**config.mk**
```make
export PLATFORM = sky130hd
export DESIGN_NAME = step_cmd_decoder
export DESIGN_NICKNAME = d
export VERILOG_FILES = /design/src/core/step_cmd_pkg.sv /design/src/core/step_cmd_decoder.sv /design/src/core/rise_detect.sv /design/src/core/split_combine.sv
export SDC_FILE = /design/constraint.sdc
export NUM_CORES = 1
export LEC_CHECK = 0
export ABC_AREA = 1
export BUFFER_PORTS_ARGS = -buffer_cell sky130_fd_sc_hd__buf_2
export CAP_MARGIN = 20
export CORE_UTILIZATION = 40
export CTS_CLUSTER_DIAMETER = 60
export DETAILED_ROUTE_END_ITERATION = 10
export SYNTH_ARGS = -nofsm -noshare
export SYNTH_HDL_FRONTEND = slang
export SYNTH_SLANG_ARGS = --single-unit
```
**constraint.sdc**
```tcl
create_clock -name clk_sys -period 5.1 [get_ports clk_sys]
set_input_delay 0.51 -clock clk_sys [delete_from_list [all_inputs] [get_ports clk_sys]]
set_output_delay 0.51 -clock clk_sys [all_outputs]
set_load 0.05 [all_outputs]
```
**src/core/step_cmd_pkg.sv**
```systemverilog
// package for the network command decoder: word map, bit
// positions, status codes and the carrier structs.
// assumes one 50 MHz system clock shared by all users.
package step_cmd_pkg;
    localparam int          WORD_COUNT       = 10;
    localparam logic [15:0] OUT_BASE         = 16'h0400;
    localparam logic [15:0] ADDR_HIGH        = 16'h0400;
    localparam logic [15:0] ADDR_LOW         = 16'h0401;
    localparam logic [15:0] ADDR_LAST        = 16'h0409;
    localparam logic [15:0] IN_BASE          = 16'h0000;
    localparam logic [15:0] IN_LAST          = 16'h0009;
    localparam logic [3:0]  IN_STATUS        = 4'h0;
    localparam logic [3:0]  IN_FLAGS         = 4'h1;
    localparam int          WORD_POS_UP      = 2;
    localparam int          WORD_POS_LO      = 3;
    localparam int          WORD_DWELL       = 9;
    localparam logic signed [31:0] SPLIT_SCALE = 32'sh0000_03E8;
    localparam logic signed [15:0] LOWER_MAX   = 16'sh03E7;
    localparam logic signed [15:0] LOWER_MIN   = -16'sh03E7;
    // high command word bit positions
    localparam int HB_TARGET   = 0;
    localparam int HB_INCR     = 1;
    localparam int HB_PAUSE    = 2;
    localparam int HB_CONTINUE = 3;
    localparam int HB_ISTOP    = 4;
    localparam int HB_HOME_CW  = 5;
    localparam int HB_HOME_CCW = 6;
    localparam int HB_JOG_CW   = 7;
    localparam int HB_JOG_CCW  = 8;
    localparam int HB_MPOS     = 9;
    localparam int HB_CLR      = 10;
    localparam int HB_PRG      = 11;
    localparam int HB_PRG_SEG  = 12;
    localparam int HB_RUN_SEQ  = 13;
    localparam int HB_EPOS     = 14;
    localparam int HB_MODE     = 15;
    // low command word bit positions
    localparam int LB_BLEND_CCW = 4;
    localparam int LB_REGISTER  = 7;
    localparam int LB_DWELL     = 9;
    localparam int LB_PROX      = 11;
    localparam int LB_DRIVE     = 15;
    // commands that start a motion
    localparam logic [15:0] MOTION_MASK = 16'h21E3;
    localparam logic [15:0] STATUS_UNCONFIGURED = 16'h6408;
    localparam logic [15:0] STATUS_IDLE         = 16'h0000;

    typedef struct packed {
        logic target_motion;
        logic incremental_motion;
        logic pause_motion;
        logic continue_held_motion;
        logic immediate_stop;
        logic home_cw;
        logic home_ccw;
        logic jog_cw;
        logic jog_counter_clockwise;
        logic registration;
        logic motor_position_load;
        logic clear_all_errors;
        logic program_sequence;
        logic program_sequence_segment;
        logic run_stored_sequence;
        logic dwell_sequence;
        logic blend_ccw;
        logic encoder_position_load;
        logic cancel_held;
    } cmd_pulse_type;

    typedef struct packed {
        logic               wr_en;
        logic [15:0]        wr_addr;
        logic [15:0]        wr_data;
    } word_write_type;
endpackage : step_cmd_pkg

```
**src/core/step_cmd_decoder.sv**
```systemverilog
// command-mode decoder: takes network output words, fires command
// pulses on rising command bits, serves the status words back.
// assumes the network side and motion engine run on clk_sys.
module step_cmd_decoder
    import step_cmd_pkg::*;
(
    input  wire logic           clk_sys,
    input  wire logic           rst,
    input  word_write_type      net_wr,
    input  wire logic           rd_en,
    input  wire logic [15:0]    rd_addr,
    input  wire logic           config_valid,
    input  wire logic           encoder_fitted,
    input  wire logic           net_prox_cfg,
    input  wire logic           home_pin,
    input  wire logic           move_busy,
    input  wire logic           move_done,
    output logic [15:0]         rd_data,
    output logic                rd_valid,
    output cmd_pulse_type       cmd,
    output logic signed [31:0]  position,
    output logic [15:0]         dwell_ms,
    output logic                driver_enable,
    output logic                config_mode,
    output logic                home_event,
    output logic                move_complete,
    output logic                pos_invalid,
    output logic                held,
    output logic                data_error,
    output logic [15:0]         error_code
);
    logic [15:0]        word_mem [WORD_COUNT];
    logic               load_high;
    logic [15:0]        high_level;
    logic [15:0]        high_rise;
    logic               home_meta;
    logic               home_sync;
    logic [0:0]         home_level;
    logic [0:0]         home_rise;
    logic signed [31:0] combined;
    logic               combined_ok;
    logic [15:0]        fire;
    logic               accept;
    logic               needs_pos;
    logic               starts_move;
    logic               prox_ok;
    logic [3:0]         word_idx;
    logic [3:0]         rd_idx;

    // address decode of the output word window
    always_comb begin
        word_idx  = 4'h0;
        load_high = 1'b0;
        if (net_wr.wr_en && net_wr.wr_addr >= OUT_BASE
                && net_wr.wr_addr <= ADDR_LAST) begin
            word_idx  = 4'(net_wr.wr_addr - OUT_BASE);
            load_high = (net_wr.wr_addr == ADDR_HIGH);
        end
    end

    // output word store, ten words
    always_ff @(posedge clk_sys or posedge rst) begin
        if (rst) begin
            for (int i = 0; i < WORD_COUNT; i++) begin
                word_mem[i] <= 16'h0000;
            end
        end else if (net_wr.wr_en && net_wr.wr_addr >= OUT_BASE
                && net_wr.wr_addr <= ADDR_LAST) begin
            word_mem[word_idx] <= net_wr.wr_data;
        end
    end

    // edges of the high word, mode bit included
    rise_detect #(.WIDTH(16)) u_high (
        .clk_sys (clk_sys),
        .rst     (rst),
        .load    (load_high),
        .data    (net_wr.wr_data),
        .level   (high_level),
        .rise    (high_rise)
    );

    // two-word position parameter
    split_combine u_pos (
        .upper (word_mem[WORD_POS_UP]),
        .lower (word_mem[WORD_POS_LO]),
        .value (combined),
        .valid (combined_ok)
    );

    // clear errors reruns motion bits still set
    always_comb begin
        fire = high_rise;
        if (high_rise[HB_CLR]) begin
            fire = high_rise | (high_level & MOTION_MASK);
        end
        needs_pos = fire[HB_TARGET] | fire[HB_INCR] | fire[HB_MPOS]
                    | (fire[HB_EPOS] & encoder_fitted);
        // out-of-range lower word rejects a command that needs a position
        accept = config_valid && !high_level[HB_MODE]
                 && !(needs_pos && !combined_ok);
        starts_move = |(fire & MOTION_MASK);
    end

    // command pulses towards the motion engine
    always_ff @(posedge clk_sys or posedge rst) begin
        if (rst) begin
            cmd      <= '0;
            position <= 32'sh0000_0000;
            dwell_ms <= 16'h0000;
        end else begin
            cmd <= '0;
            if (accept) begin
                cmd.target_motion        <= fire[HB_TARGET];
                cmd.incremental_motion   <= fire[HB_INCR];
                cmd.pause_motion         <= fire[HB_PAUSE];
                cmd.continue_held_motion <= fire[HB_CONTINUE]
                                            & held;
                cmd.immediate_stop       <= fire[HB_ISTOP];
                cmd.home_cw              <= fire[HB_HOME_CW];
                cmd.home_ccw             <= fire[HB_HOME_CCW];
                cmd.jog_cw               <= fire[HB_JOG_CW];
                cmd.jog_counter_clockwise <= fire[HB_JOG_CCW];
                cmd.registration <= word_mem[1][LB_REGISTER]
                    & (fire[HB_JOG_CW] | fire[HB_JOG_CCW]);
                cmd.motor_position_load  <= fire[HB_MPOS];
                cmd.clear_all_errors     <= fire[HB_CLR];
                cmd.program_sequence     <= fire[HB_PRG];
                cmd.program_sequence_segment <= fire[HB_PRG_SEG];
                cmd.run_stored_sequence  <= fire[HB_RUN_SEQ];
                cmd.dwell_sequence <= fire[HB_RUN_SEQ]
                    & word_mem[1][LB_DWELL];
                cmd.blend_ccw <= fire[HB_RUN_SEQ]
                    & ~word_mem[1][LB_DWELL]
                    & word_mem[1][LB_BLEND_CCW];
                cmd.encoder_position_load <= fire[HB_EPOS]
                    & encoder_fitted;
                cmd.cancel_held <= held & starts_move
                    & ~fire[HB_CONTINUE];
                if (needs_pos) begin
                    position <= combined;
                end
                if (fire[HB_RUN_SEQ]) begin
                    dwell_ms <= word_mem[WORD_DWELL];
                end
            end
        end
    end

    // hold state: a new move, continue or immediate stop ends it
    always_ff @(posedge clk_sys or posedge rst) begin
        if (rst) begin
            held <= 1'b0;
        end else if (accept && fire[HB_PAUSE] && move_busy) begin
            held <= 1'b1;
        end else if (accept && (starts_move || fire[HB_CONTINUE]
                || fire[HB_ISTOP])) begin
            held <= 1'b0;
        end
    end

    // move complete: completion wins over the clear
    always_ff @(posedge clk_sys or posedge rst) begin
        if (rst) begin
            move_complete <= 1'b0;
        end else if (move_done) begin
            move_complete <= 1'b1;
        end else if (accept && (fire[HB_CLR] || fire[HB_MPOS])) begin
            move_complete <= 1'b0;
        end
    end

    // position invalid only when stopped during motion
    always_ff @(posedge clk_sys or posedge rst) begin
        if (rst) begin
            pos_invalid <= 1'b0;
        end else if (accept && fire[HB_ISTOP] && move_busy) begin
            pos_invalid <= 1'b1;
        end else if (accept && fire[HB_MPOS]) begin
            pos_invalid <= 1'b0;
        end
    end

    // rejected two-word data flag, set wins over clear
    always_ff @(posedge clk_sys or posedge rst) begin
        if (rst) begin
            data_error <= 1'b0;
        end else if (needs_pos && !combined_ok) begin
            data_error <= 1'b1;
        end else if (high_rise[HB_CLR] && config_valid) begin
            data_error <= 1'b0;
        end
    end

    // drive enable, mode and status code
    always_ff @(posedge clk_sys or posedge rst) begin
        if (rst) begin
            driver_enable <= 1'b0;
            config_mode   <= 1'b0;
            error_code    <= STATUS_UNCONFIGURED;
        end else begin
            driver_enable <= word_mem[1][LB_DRIVE]
                             & config_valid;
            config_mode   <= high_level[HB_MODE];
            error_code    <= config_valid ? STATUS_IDLE
                             : STATUS_UNCONFIGURED;
        end
    end

    // home pin synchroniser
    always_ff @(posedge clk_sys or posedge rst) begin
        if (rst) begin
            home_meta <= 1'b0;
            home_sync <= 1'b0;
        end else begin
            home_meta <= home_pin;
            home_sync <= home_meta;
        end
    end

    rise_detect #(.WIDTH(1)) u_home (
        .clk_sys (clk_sys),
        .rst     (rst),
        .load    (1'b1),
        .data    (home_sync),
        .level   (home_level),
        .rise    (home_rise)
    );

    assign prox_ok = !net_prox_cfg || word_mem[1][LB_PROX];

    // home rising edges pass only with proximity when net_prox_cfg is set, always otherwise
    always_ff @(posedge clk_sys or posedge rst) begin
        if (rst) begin
            home_event <= 1'b0;
        end else begin
            home_event <= home_rise[0] & prox_ok;
        end
    end

    // input word read port, registered
    always_comb begin
        rd_idx = 4'(rd_addr - IN_BASE);
    end

    always_ff @(posedge clk_sys or posedge rst) begin
        if (rst) begin
            rd_data  <= 16'h0000;
            rd_valid <= 1'b0;
        end else begin
            rd_valid <= rd_en;
            rd_data  <= 16'h0000;
            if (rd_en && rd_addr >= IN_BASE && rd_addr <= IN_LAST) begin
                if (rd_idx == IN_STATUS) begin
                    rd_data <= error_code;
                end else if (rd_idx == IN_FLAGS) begin
                    rd_data <= {10'h000, data_error, held, pos_invalid,
                                move_complete, driver_enable, config_mode};
                end
            end
        end
    end

    property p_drive_gate;
        @(posedge clk_sys) disable iff (rst)
        driver_enable |-> $past(config_valid);
    endproperty
    a_drive_gate: assert property (p_drive_gate)
        else $error("drive enabled without configuration");

    property p_no_cmd_unconfigured;
        @(posedge clk_sys) disable iff (rst)
        !config_valid ##1 1'b1 |-> !cmd.target_motion && !cmd.jog_cw;
    endproperty
    a_no_cmd_unconfigured: assert property (p_no_cmd_unconfigured)
        else $error("command taken while unconfigured");

    property p_status_code;
        @(posedge clk_sys) disable iff (rst)
        !config_valid [*2] |-> error_code == STATUS_UNCONFIGURED;
    endproperty
    a_status_code: assert property (p_status_code)
        else $error("unconfigured status code missing");

    property p_pulse_once;
        @(posedge clk_sys) disable iff (rst)
        cmd.incremental_motion |=> !cmd.incremental_motion;
    endproperty
    a_pulse_once: assert property (p_pulse_once)
        else $error("command pulse longer than one cycle");

    property p_stop_invalid;
        @(posedge clk_sys) disable iff (rst)
        accept && fire[HB_ISTOP] && move_busy |=> pos_invalid;
    endproperty
    a_stop_invalid: assert property (p_stop_invalid)
        else $error("stop during move left position valid");

    property p_home_gate;
        @(posedge clk_sys) disable iff (rst)
        home_event |-> $past(prox_ok);
    endproperty
    a_home_gate: assert property (p_home_gate)
        else $error("home event without proximity");

    property p_cancel_held;
        @(posedge clk_sys) disable iff (rst)
        cmd.cancel_held |-> !held && $past(held);
    endproperty
    a_cancel_held: assert property (p_cancel_held)
        else $error("held move not cancelled");

    property p_position_value;
        @(posedge clk_sys) disable iff (rst)
        cmd.motor_position_load |-> position == $past(combined)
            && !pos_invalid;
    endproperty
    a_position_value: assert property (p_position_value)
        else $error("loaded position differs from combined value");

    property p_complete_cleared;
        @(posedge clk_sys) disable iff (rst)
        cmd.motor_position_load && !$past(move_done) |-> !move_complete;
    endproperty
    a_complete_cleared: assert property (p_complete_cleared)
        else $error("move complete not cleared by position load");
endmodule : step_cmd_decoder

```
**src/core/rise_detect.sv**
```systemverilog
// registered level and rising-edge pulse of a loaded word.
// assumes load and data come from logic on the same clock.
module rise_detect
    import step_cmd_pkg::*;
#(
    parameter int WIDTH = 16
) (
    input  wire logic             clk_sys,
    input  wire logic             rst,
    input  wire logic             load,
    input  wire logic [WIDTH-1:0] data,
    output logic      [WIDTH-1:0] level,
    output logic      [WIDTH-1:0] rise
);
    // a bit fires only on a zero to one change between loads
    always_ff @(posedge clk_sys or posedge rst) begin
        if (rst) begin
            level <= '0;
            rise  <= '0;
        end else if (load) begin
            level <= data;
            rise  <= data & ~level;
        end else begin
            rise  <= '0;
        end
    end
endmodule : rise_detect

```
**src/core/split_combine.sv**
```systemverilog
// rebuilds a value carried as upper and lower signed words.
// assumes lower holds the three least significant digits.
module split_combine
    import step_cmd_pkg::*;
(
    input  wire logic signed [15:0] upper,
    input  wire logic signed [15:0] lower,
    output logic signed [31:0]      value,
    output logic                    valid
);
    logic signed [31:0] up_ext;
    logic signed [31:0] lo_ext;
    logic signed [63:0] prod;

    // value = upper * 1000 + lower, signs must agree
    always_comb begin
        up_ext = {{16{upper[15]}}, upper};
        lo_ext = {{16{lower[15]}}, lower};
        prod   = up_ext * SPLIT_SCALE;
        value  = prod[31:0] + lo_ext;
        valid  = (lower <= LOWER_MAX) && (lower >= LOWER_MIN)
                 && !(upper[15] && (lower > 16'sh0000))
                 && !(lower[15] && (upper > 16'sh0000));
    end
endmodule : split_combine

```
## After elaboration in Yosys (flattened, before gate mapping)

Index checks and enable logic that the tools add are counted.

- Add/sub/neg operators: 2
- Multiply operators: 1
- Divide/modulo/power cells: 0
- $lt $le $gt $ge: 10
- Equal/unequal tests: 2
- Shift-type cells: 0
- Multiplexer cells: 20
- Bitwise gates (word level): 22
- Reductions and logical operators: 39

Operator list:

| kind | number |
|---|---|
| 160-bit bitwise mux | 1 |
| 15-bit two-way mux | 5 |
| 16-bit demux with 4-bit select | 1 |
| 32-bit adder | 1 |
| 16-bit by 11-bit >= comparator with 1-bit output (second input constant) | 2 |
| 16-bit by 1-bit greater-than comparator with 1-bit output (second input constant) | 2 |
| 16-bit by 11-bit less-or-equal comparator with 1-bit output (second input constant) | 2 |
| 16-bit by 8-bit multiplier with 24-bit output (second input constant) | 1 |
| 1-bit logical AND | 21 |
| 19-bit two-way mux | 1 |
| 16-bit by 11-bit equality test with 1-bit output (second input constant) | 1 |
| 16-bit by 1-bit >= comparator with 1-bit output (second input constant) | 1 |
| 16-bit by 4-bit less-or-equal comparator with 1-bit output (second input constant) | 1 |
| 16-bit two-way mux | 1 |
| 15-bit bitwise AND | 1 |
| 15-bit NOT | 1 |
| 15-bit by 14-bit bitwise OR with 15-bit output | 1 |
| 1-bit bitwise AND | 11 |
| 1-bit two-way mux | 9 |
| 2-bit nonzero test | 4 |
| 7-bit OR reduction | 1 |
| 1-bit logical NOT | 6 |
| 6-bit two-way mux | 1 |
| 5-bit >= comparator (second input constant) | 1 |
| other kinds (10) | 19 |

- Register bits: 301
- Latch bits: 0
- Bits in writable memories: 0
- Memory bits (read-only): 0
- Input bits: 58
- Output and inout port bits: 107
- Word-level logic and storage cells: 143
- Memories kept: 0

## Longest topological paths before layout

- Word-level depth: 12
- Gate-level depth with buffers: 30
- Mapped depth without buffers: 30

## Hierarchy

From an unflattened synthesis, not the netlist that was laid out.

- Cells, all modules: 1,663
- Area total of the unflattened synthesis: 12,529.5 µm²

Modules (own cells, without submodules):

| module | instances | cells an instance | area each (µm²) | sequential area each (µm²) |
|---|---|---|---|---|
| step_cmd_decoder | 1 | 640 | 5,729.2 | 3,454.6 |
| split_combine | 1 | 914 | 5,611.6 | 0.0 |
| rise_detect (u_high) | 1 | 101 | 1,113.6 | 800.8 |
| rise_detect (u_home) | 1 | 8 | 75.1 | 50.0 |

## Worst setup path after synthesis

OpenSTA, ideal clock, no wires.

- Kind: register -> register
- From: reg word_mem[116] (netlist bit)
- To: reg position[23]
- Arrival: 5.072 ns
- Slack: -0.094 ns
- Cell stages (with the launch flop): 26
- Buffers on the path: 0
- Path through: dfrtp_1 > inv_1 > fa_1 > fa_1 > inv_1 > fa_1 > inv_1 > fa_1 > inv_1 > ha_1 > a21oi_1 > a21boi_0 > o21ai_0 > nand2_1 > nand2_1 > xor2_1 > ha_1 > nand2_1 > nor2_1 > inv_1 > nor2_1 > nand3_1 > nand3_1 > nand2_1 > nand2_1 > o21ai_1

- Word-level cells in the longest chain between the ends: 9
- Elaborated cells on any way between the ends: 11
- Those cells by class: 1 x add/sub; 1 x mul; 1 x order compare; 8 x reduce/logical

Ends and longest elaborated chain:

| element | RTL line | source |
|---|---|---|
| start: declaration | step_cmd_decoder.sv:32 | `logic [15:0] word_mem [WORD_COUNT];` |
| start signal: indexed assignment | step_cmd_decoder.sv:69 | `word_mem[word_idx] <= net_wr.wr_data;` |
| parallel branches: the longest is 9 deep, another holds 32-bit adder | n/a |  |
| end signal: assignment | step_cmd_decoder.sv:141 | `position <= combined;` |
| end: declaration | step_cmd_decoder.sv:21 | `output logic signed [31:0] position,` |

Several ways; the timed one is not identified.
A chain may end at the register's enable or synchronous reset.

## Worst setup path after layout

- From: reg word_mem[121] (netlist bit)
- To: reg position[29]

The elaborated chain is that of the path after synthesis.

==> metrics.log <==
[metrics] register-to-register setup slack: 80 ps
[metrics] path class of the lowest-slack min-delay path: primary input to flop
[metrics] Hold Crit Start: home_pin
[metrics] synthesized flop and latch total: 171
[metrics] crit path kind: flop to flop
[metrics] number of standard cells after synthesis: 1549
[metrics] count of final max-slew check failures: 0
[metrics] critical path's slowest cell: sky130_fd_sc_hd__fa_1
[metrics] biggest area contributors in the synthesized netlist: sky130_fd_sc_hd__dfrtp_1, sky130_fd_sc_hd__nand2_1, sky130_fd_sc_hd__ha_1
[metrics] sink of the worst hold path: home_meta
[metrics] num rows: 63
[metrics] proportion of layout cells with a drive suffix above 1: 0.314
[metrics] worst endpoint required time: 5400 ps
[metrics] startpoint types: flop
[metrics] count of different cell masters after synthesis: 48
[metrics] number of warnings issued by yosys: 0
[metrics] P per Cell Area: 285 nW/um^2
[metrics] worst r2r src: word_mem[121]
[metrics] end of the worst register-to-register path: position[29]
[metrics] total standard cell area after synthesis: 12300 um^2
[metrics] Wirelength per Cell: 14.5 um
[metrics] antenna violations before repair: 0
[metrics] vias per std cell: 4.74
[metrics] proportion of power drawn by the clock network: 0.300
[metrics] number of global-route vias before repair: 10300
[metrics] Die W: 177 um
[metrics] total die area: 31400 um^2
[metrics] Max transition margin: 0.209
[metrics] final antenna diode count: 0
[metrics] max capacitance violation total: 0
[metrics] total power: 4550 uW
[metrics] 1st-pass router iterations: 4
[metrics] CTS clk-pin slew, worst paths: 70 ps
[metrics] number of flops mapped to enable cells by yosys: 0
[metrics] Data arrival, critical path: 5320 ps
[metrics] Most used DFF post-synth: sky130_fd_sc_hd__dfrtp_1
[metrics] Worst Setup End Kind: flop
[metrics] area of the multi-input gates: 7650 um^2
[metrics] maximum clock insertion buffer count: 2
[metrics] Clock Tree Root: sky130_fd_sc_hd__clkbuf_16
[metrics] global-route wire length before repair: 51900 um
[metrics] count of filler cells inserted in the layout: 2818
[metrics] portion of total power attributed to combinational logic: 0.388
[metrics] maximum fanout along the worst path: 4
[metrics] total clock buffers created by CTS: 17
[metrics] sw power: 1700 uW
[metrics] sw frac: 0.373
[metrics] top achievable clock speed: 199 MHz
[metrics] number of port buffers: 145
[metrics] Die Height: 177 um
[metrics] Bufs and invs on worst path: 5
[metrics] starting DRC count in detailed routing: 581
[metrics] number of levels the H-tree was split into: 4
[metrics] post-detailed-route count of antenna-violating nets: 0
[metrics] grt total ovfl: 0
[metrics] leading cell type in the layout, fill and taps excluded: sky130_fd_sc_hd__nand2_1
[metrics] cell taking the most area after synthesis: sky130_fd_sc_hd__dfrtp_1
[metrics] highest-count cells in the layout ignoring fill and taps: sky130_fd_sc_hd__nand2_1, sky130_fd_sc_hd__inv_1, sky130_fd_sc_hd__dfrtp_1
[metrics] placer's final routability congestion estimate: 0.875
[metrics] Max Clock Skew: 24.2 ps
[metrics] count of cells along the worst register-to-register path: 27
[metrics] Via Count: 10500
[metrics] total number of nets in the final design: 2020
[metrics] count of hold-fix buffers inserted at cts: 0
[metrics] post-route minimum period: 5020 ps
[metrics] share of synthesized registers carrying an async set or reset: 1.00
[metrics] critical path's top delay family: adder cells
[metrics] clock latency at the later pin of the worst-skew pair: 440 ps
[metrics] Tightest Pin Transition: 1190 ps
[metrics] status: complete, no violations
[metrics] share of synthesized area occupied by flip-flops and latches: 0.348
[metrics] Final WS setup: 80.4 ps
[metrics] number of endpoints with negative hold slack in the final report: 0
[metrics] CTS Sinks: 171
[metrics] DP Wirelength: 24500 um
[metrics] Avg Inst Size Synth: 7.93 um^2
[metrics] FF+latch area: 4280 um^2
[metrics] DRC violations left: 0
[metrics] IR Drop Worst-Case VDD: 216 uV
[metrics] area share of the leading cell type in the synthesized netlist: 0.346
[metrics] GRT Resource Usage Total: 0.210
[metrics] count of pins on the block boundary: 165
[metrics] Post-Route Utilization: 0.532
[metrics] internal power of the cells: 2850 uW
[metrics] CTS tree: done
[metrics] Setup-failing EPs final: 0
[metrics] Min-Delay Path Depth: 1
[metrics] final period utilization: 0.984
[metrics] sequential power share: 0.312
[metrics] worst setup timing slack at the placement stage: -325 ps
[metrics] RSZ-0062 raised after global routing: yes
[metrics] leakage power of the design: 0.00887 uW
[metrics] initial core utilization: 0.410
[metrics] largest net degree at the start of global routing: 172
[metrics] stage delay of the slowest cell on the critical path: 520 ps
[metrics] drt total wl: 32100 um
[metrics] area delta synth->final: 29.7%
[metrics] total core area: 30000 um^2
-- Yosys cell counts, drive strengths merged (5+ instances only) --
| cell | number |
|---|---|
| nor3b | 6 |
| nand2 | 453 |
| a21oi | 39 |
| nor3 | 23 |
| xnor2 | 12 |
| fa | 59 |
| a21o | 6 |
| buf | 44 |
| dfrtp | 170 |
| nand4 | 20 |
| ha | 95 |
| nand3 | 85 |
| clkbuf | 5 |
| xor2 | 24 |
| nor2 | 98 |
| o21ai | 82 |
| inv | 303 |
-- through the flow --
step                hold WS, ps  TNS (ps)  instances  instance area, um^2
finish                      177         0       2211                15900
global route                165     -2690       2211                15900
detailed placement          350     -4390       2151                14000
floorplan                   331         0       1567                12400
CTS                         169         0       2194                15000
global placement            336     -3860       2151                14000
-- routing by layer --
layer  share of wire  track usage  vias to the layer above
met5               0            0                        -
met4           0.017       0.0534                        0
met3           0.043       0.0305                       39
met2            0.47        0.344                      216
met1            0.47        0.290                     4995
li1                -            -                     5233
-- worst reg2reg max path, delay by kind of cell (launching register included) --
family	cells	cell delay, ps
buf+inv	5	360
simple gates	12	1120
xor+xnor	1	190
fa+ha+maj	6	2490
flops	1	390
compound gates	3	320
-- flip-flops by register name, indices dropped and copies added (netlist names), 7 cells and up --
| register | cells |
|---|---|
| cmd | 19 |
| dwell_ms | 16 |
| position | 32 |
| rd_data | 7 |
| u_high.level | 16 |
| u_high.rise | 15 |
| word_mem | 53 |
-- how the worst max path moves through the flow --
stage	startpoint	to	slack [ps]	cells after the start
after global placement	word_mem[118]	position[21]	-320	26
after global routing	word_mem[116]	position[29]	-220	27
after CTS	word_mem[122]	position[25]	4	27
after floorplan	word_mem[116]	position[23]	40	25
after detailed placement	word_mem[119]	position[21]	-320	25
final	word_mem[121]	position[29]	80	27
-- timing repair --
action / 4_1_cts / 5_1_grt
resized for setup: 89 / 209
setup buffers: 11 / 17
pin swaps: 35 / 135
setup endpoints to repair: 18 / 20
-- power by group through the flow --
| stage | Clock (uW) | Sequential, uW | Combinational (uW) |
|---|---|---|---|
| floorplan | 0 | 1480 | 778 |
| global placement | 0 | 1440 | 1270 |
| detailed placement | 0 | 1440 | 1280 |
| CTS | 1390 | 1410 | 1450 |
| global route | 1440 | 1420 | 1950 |
| finish | 1370 | 1420 | 1760 |
-- final cells by class --
cell class	count	share of cell area
clock buffers	17	0.0267
clock inverters	15	0.0124
inverters	306	0.0732
multi-input cells	1041	0.480
flip-flops and latches	171	0.269
well taps	390	0.0306
repair buffers	271	0.109
-- kinds of logic (layout without fill, tap and decap cells) --
group | after synthesis | count (layout) | share of synthesized area
AND/OR/NAND/NOR | 697 | 697 | 0.245
buffers and inverters | 355 | 609 | 0.124
flip-flops | 171 | 171 | 0.348
adder cells (fa/ha/maj) | 154 | 154 | 0.193
AO/OA/AOI/OAI | 135 | 135 | 0.0639
XOR/XNOR | 36 | 36 | 0.0257
other | 1 | 19 | 0.000305
Power figures use the tool's default switching activity.
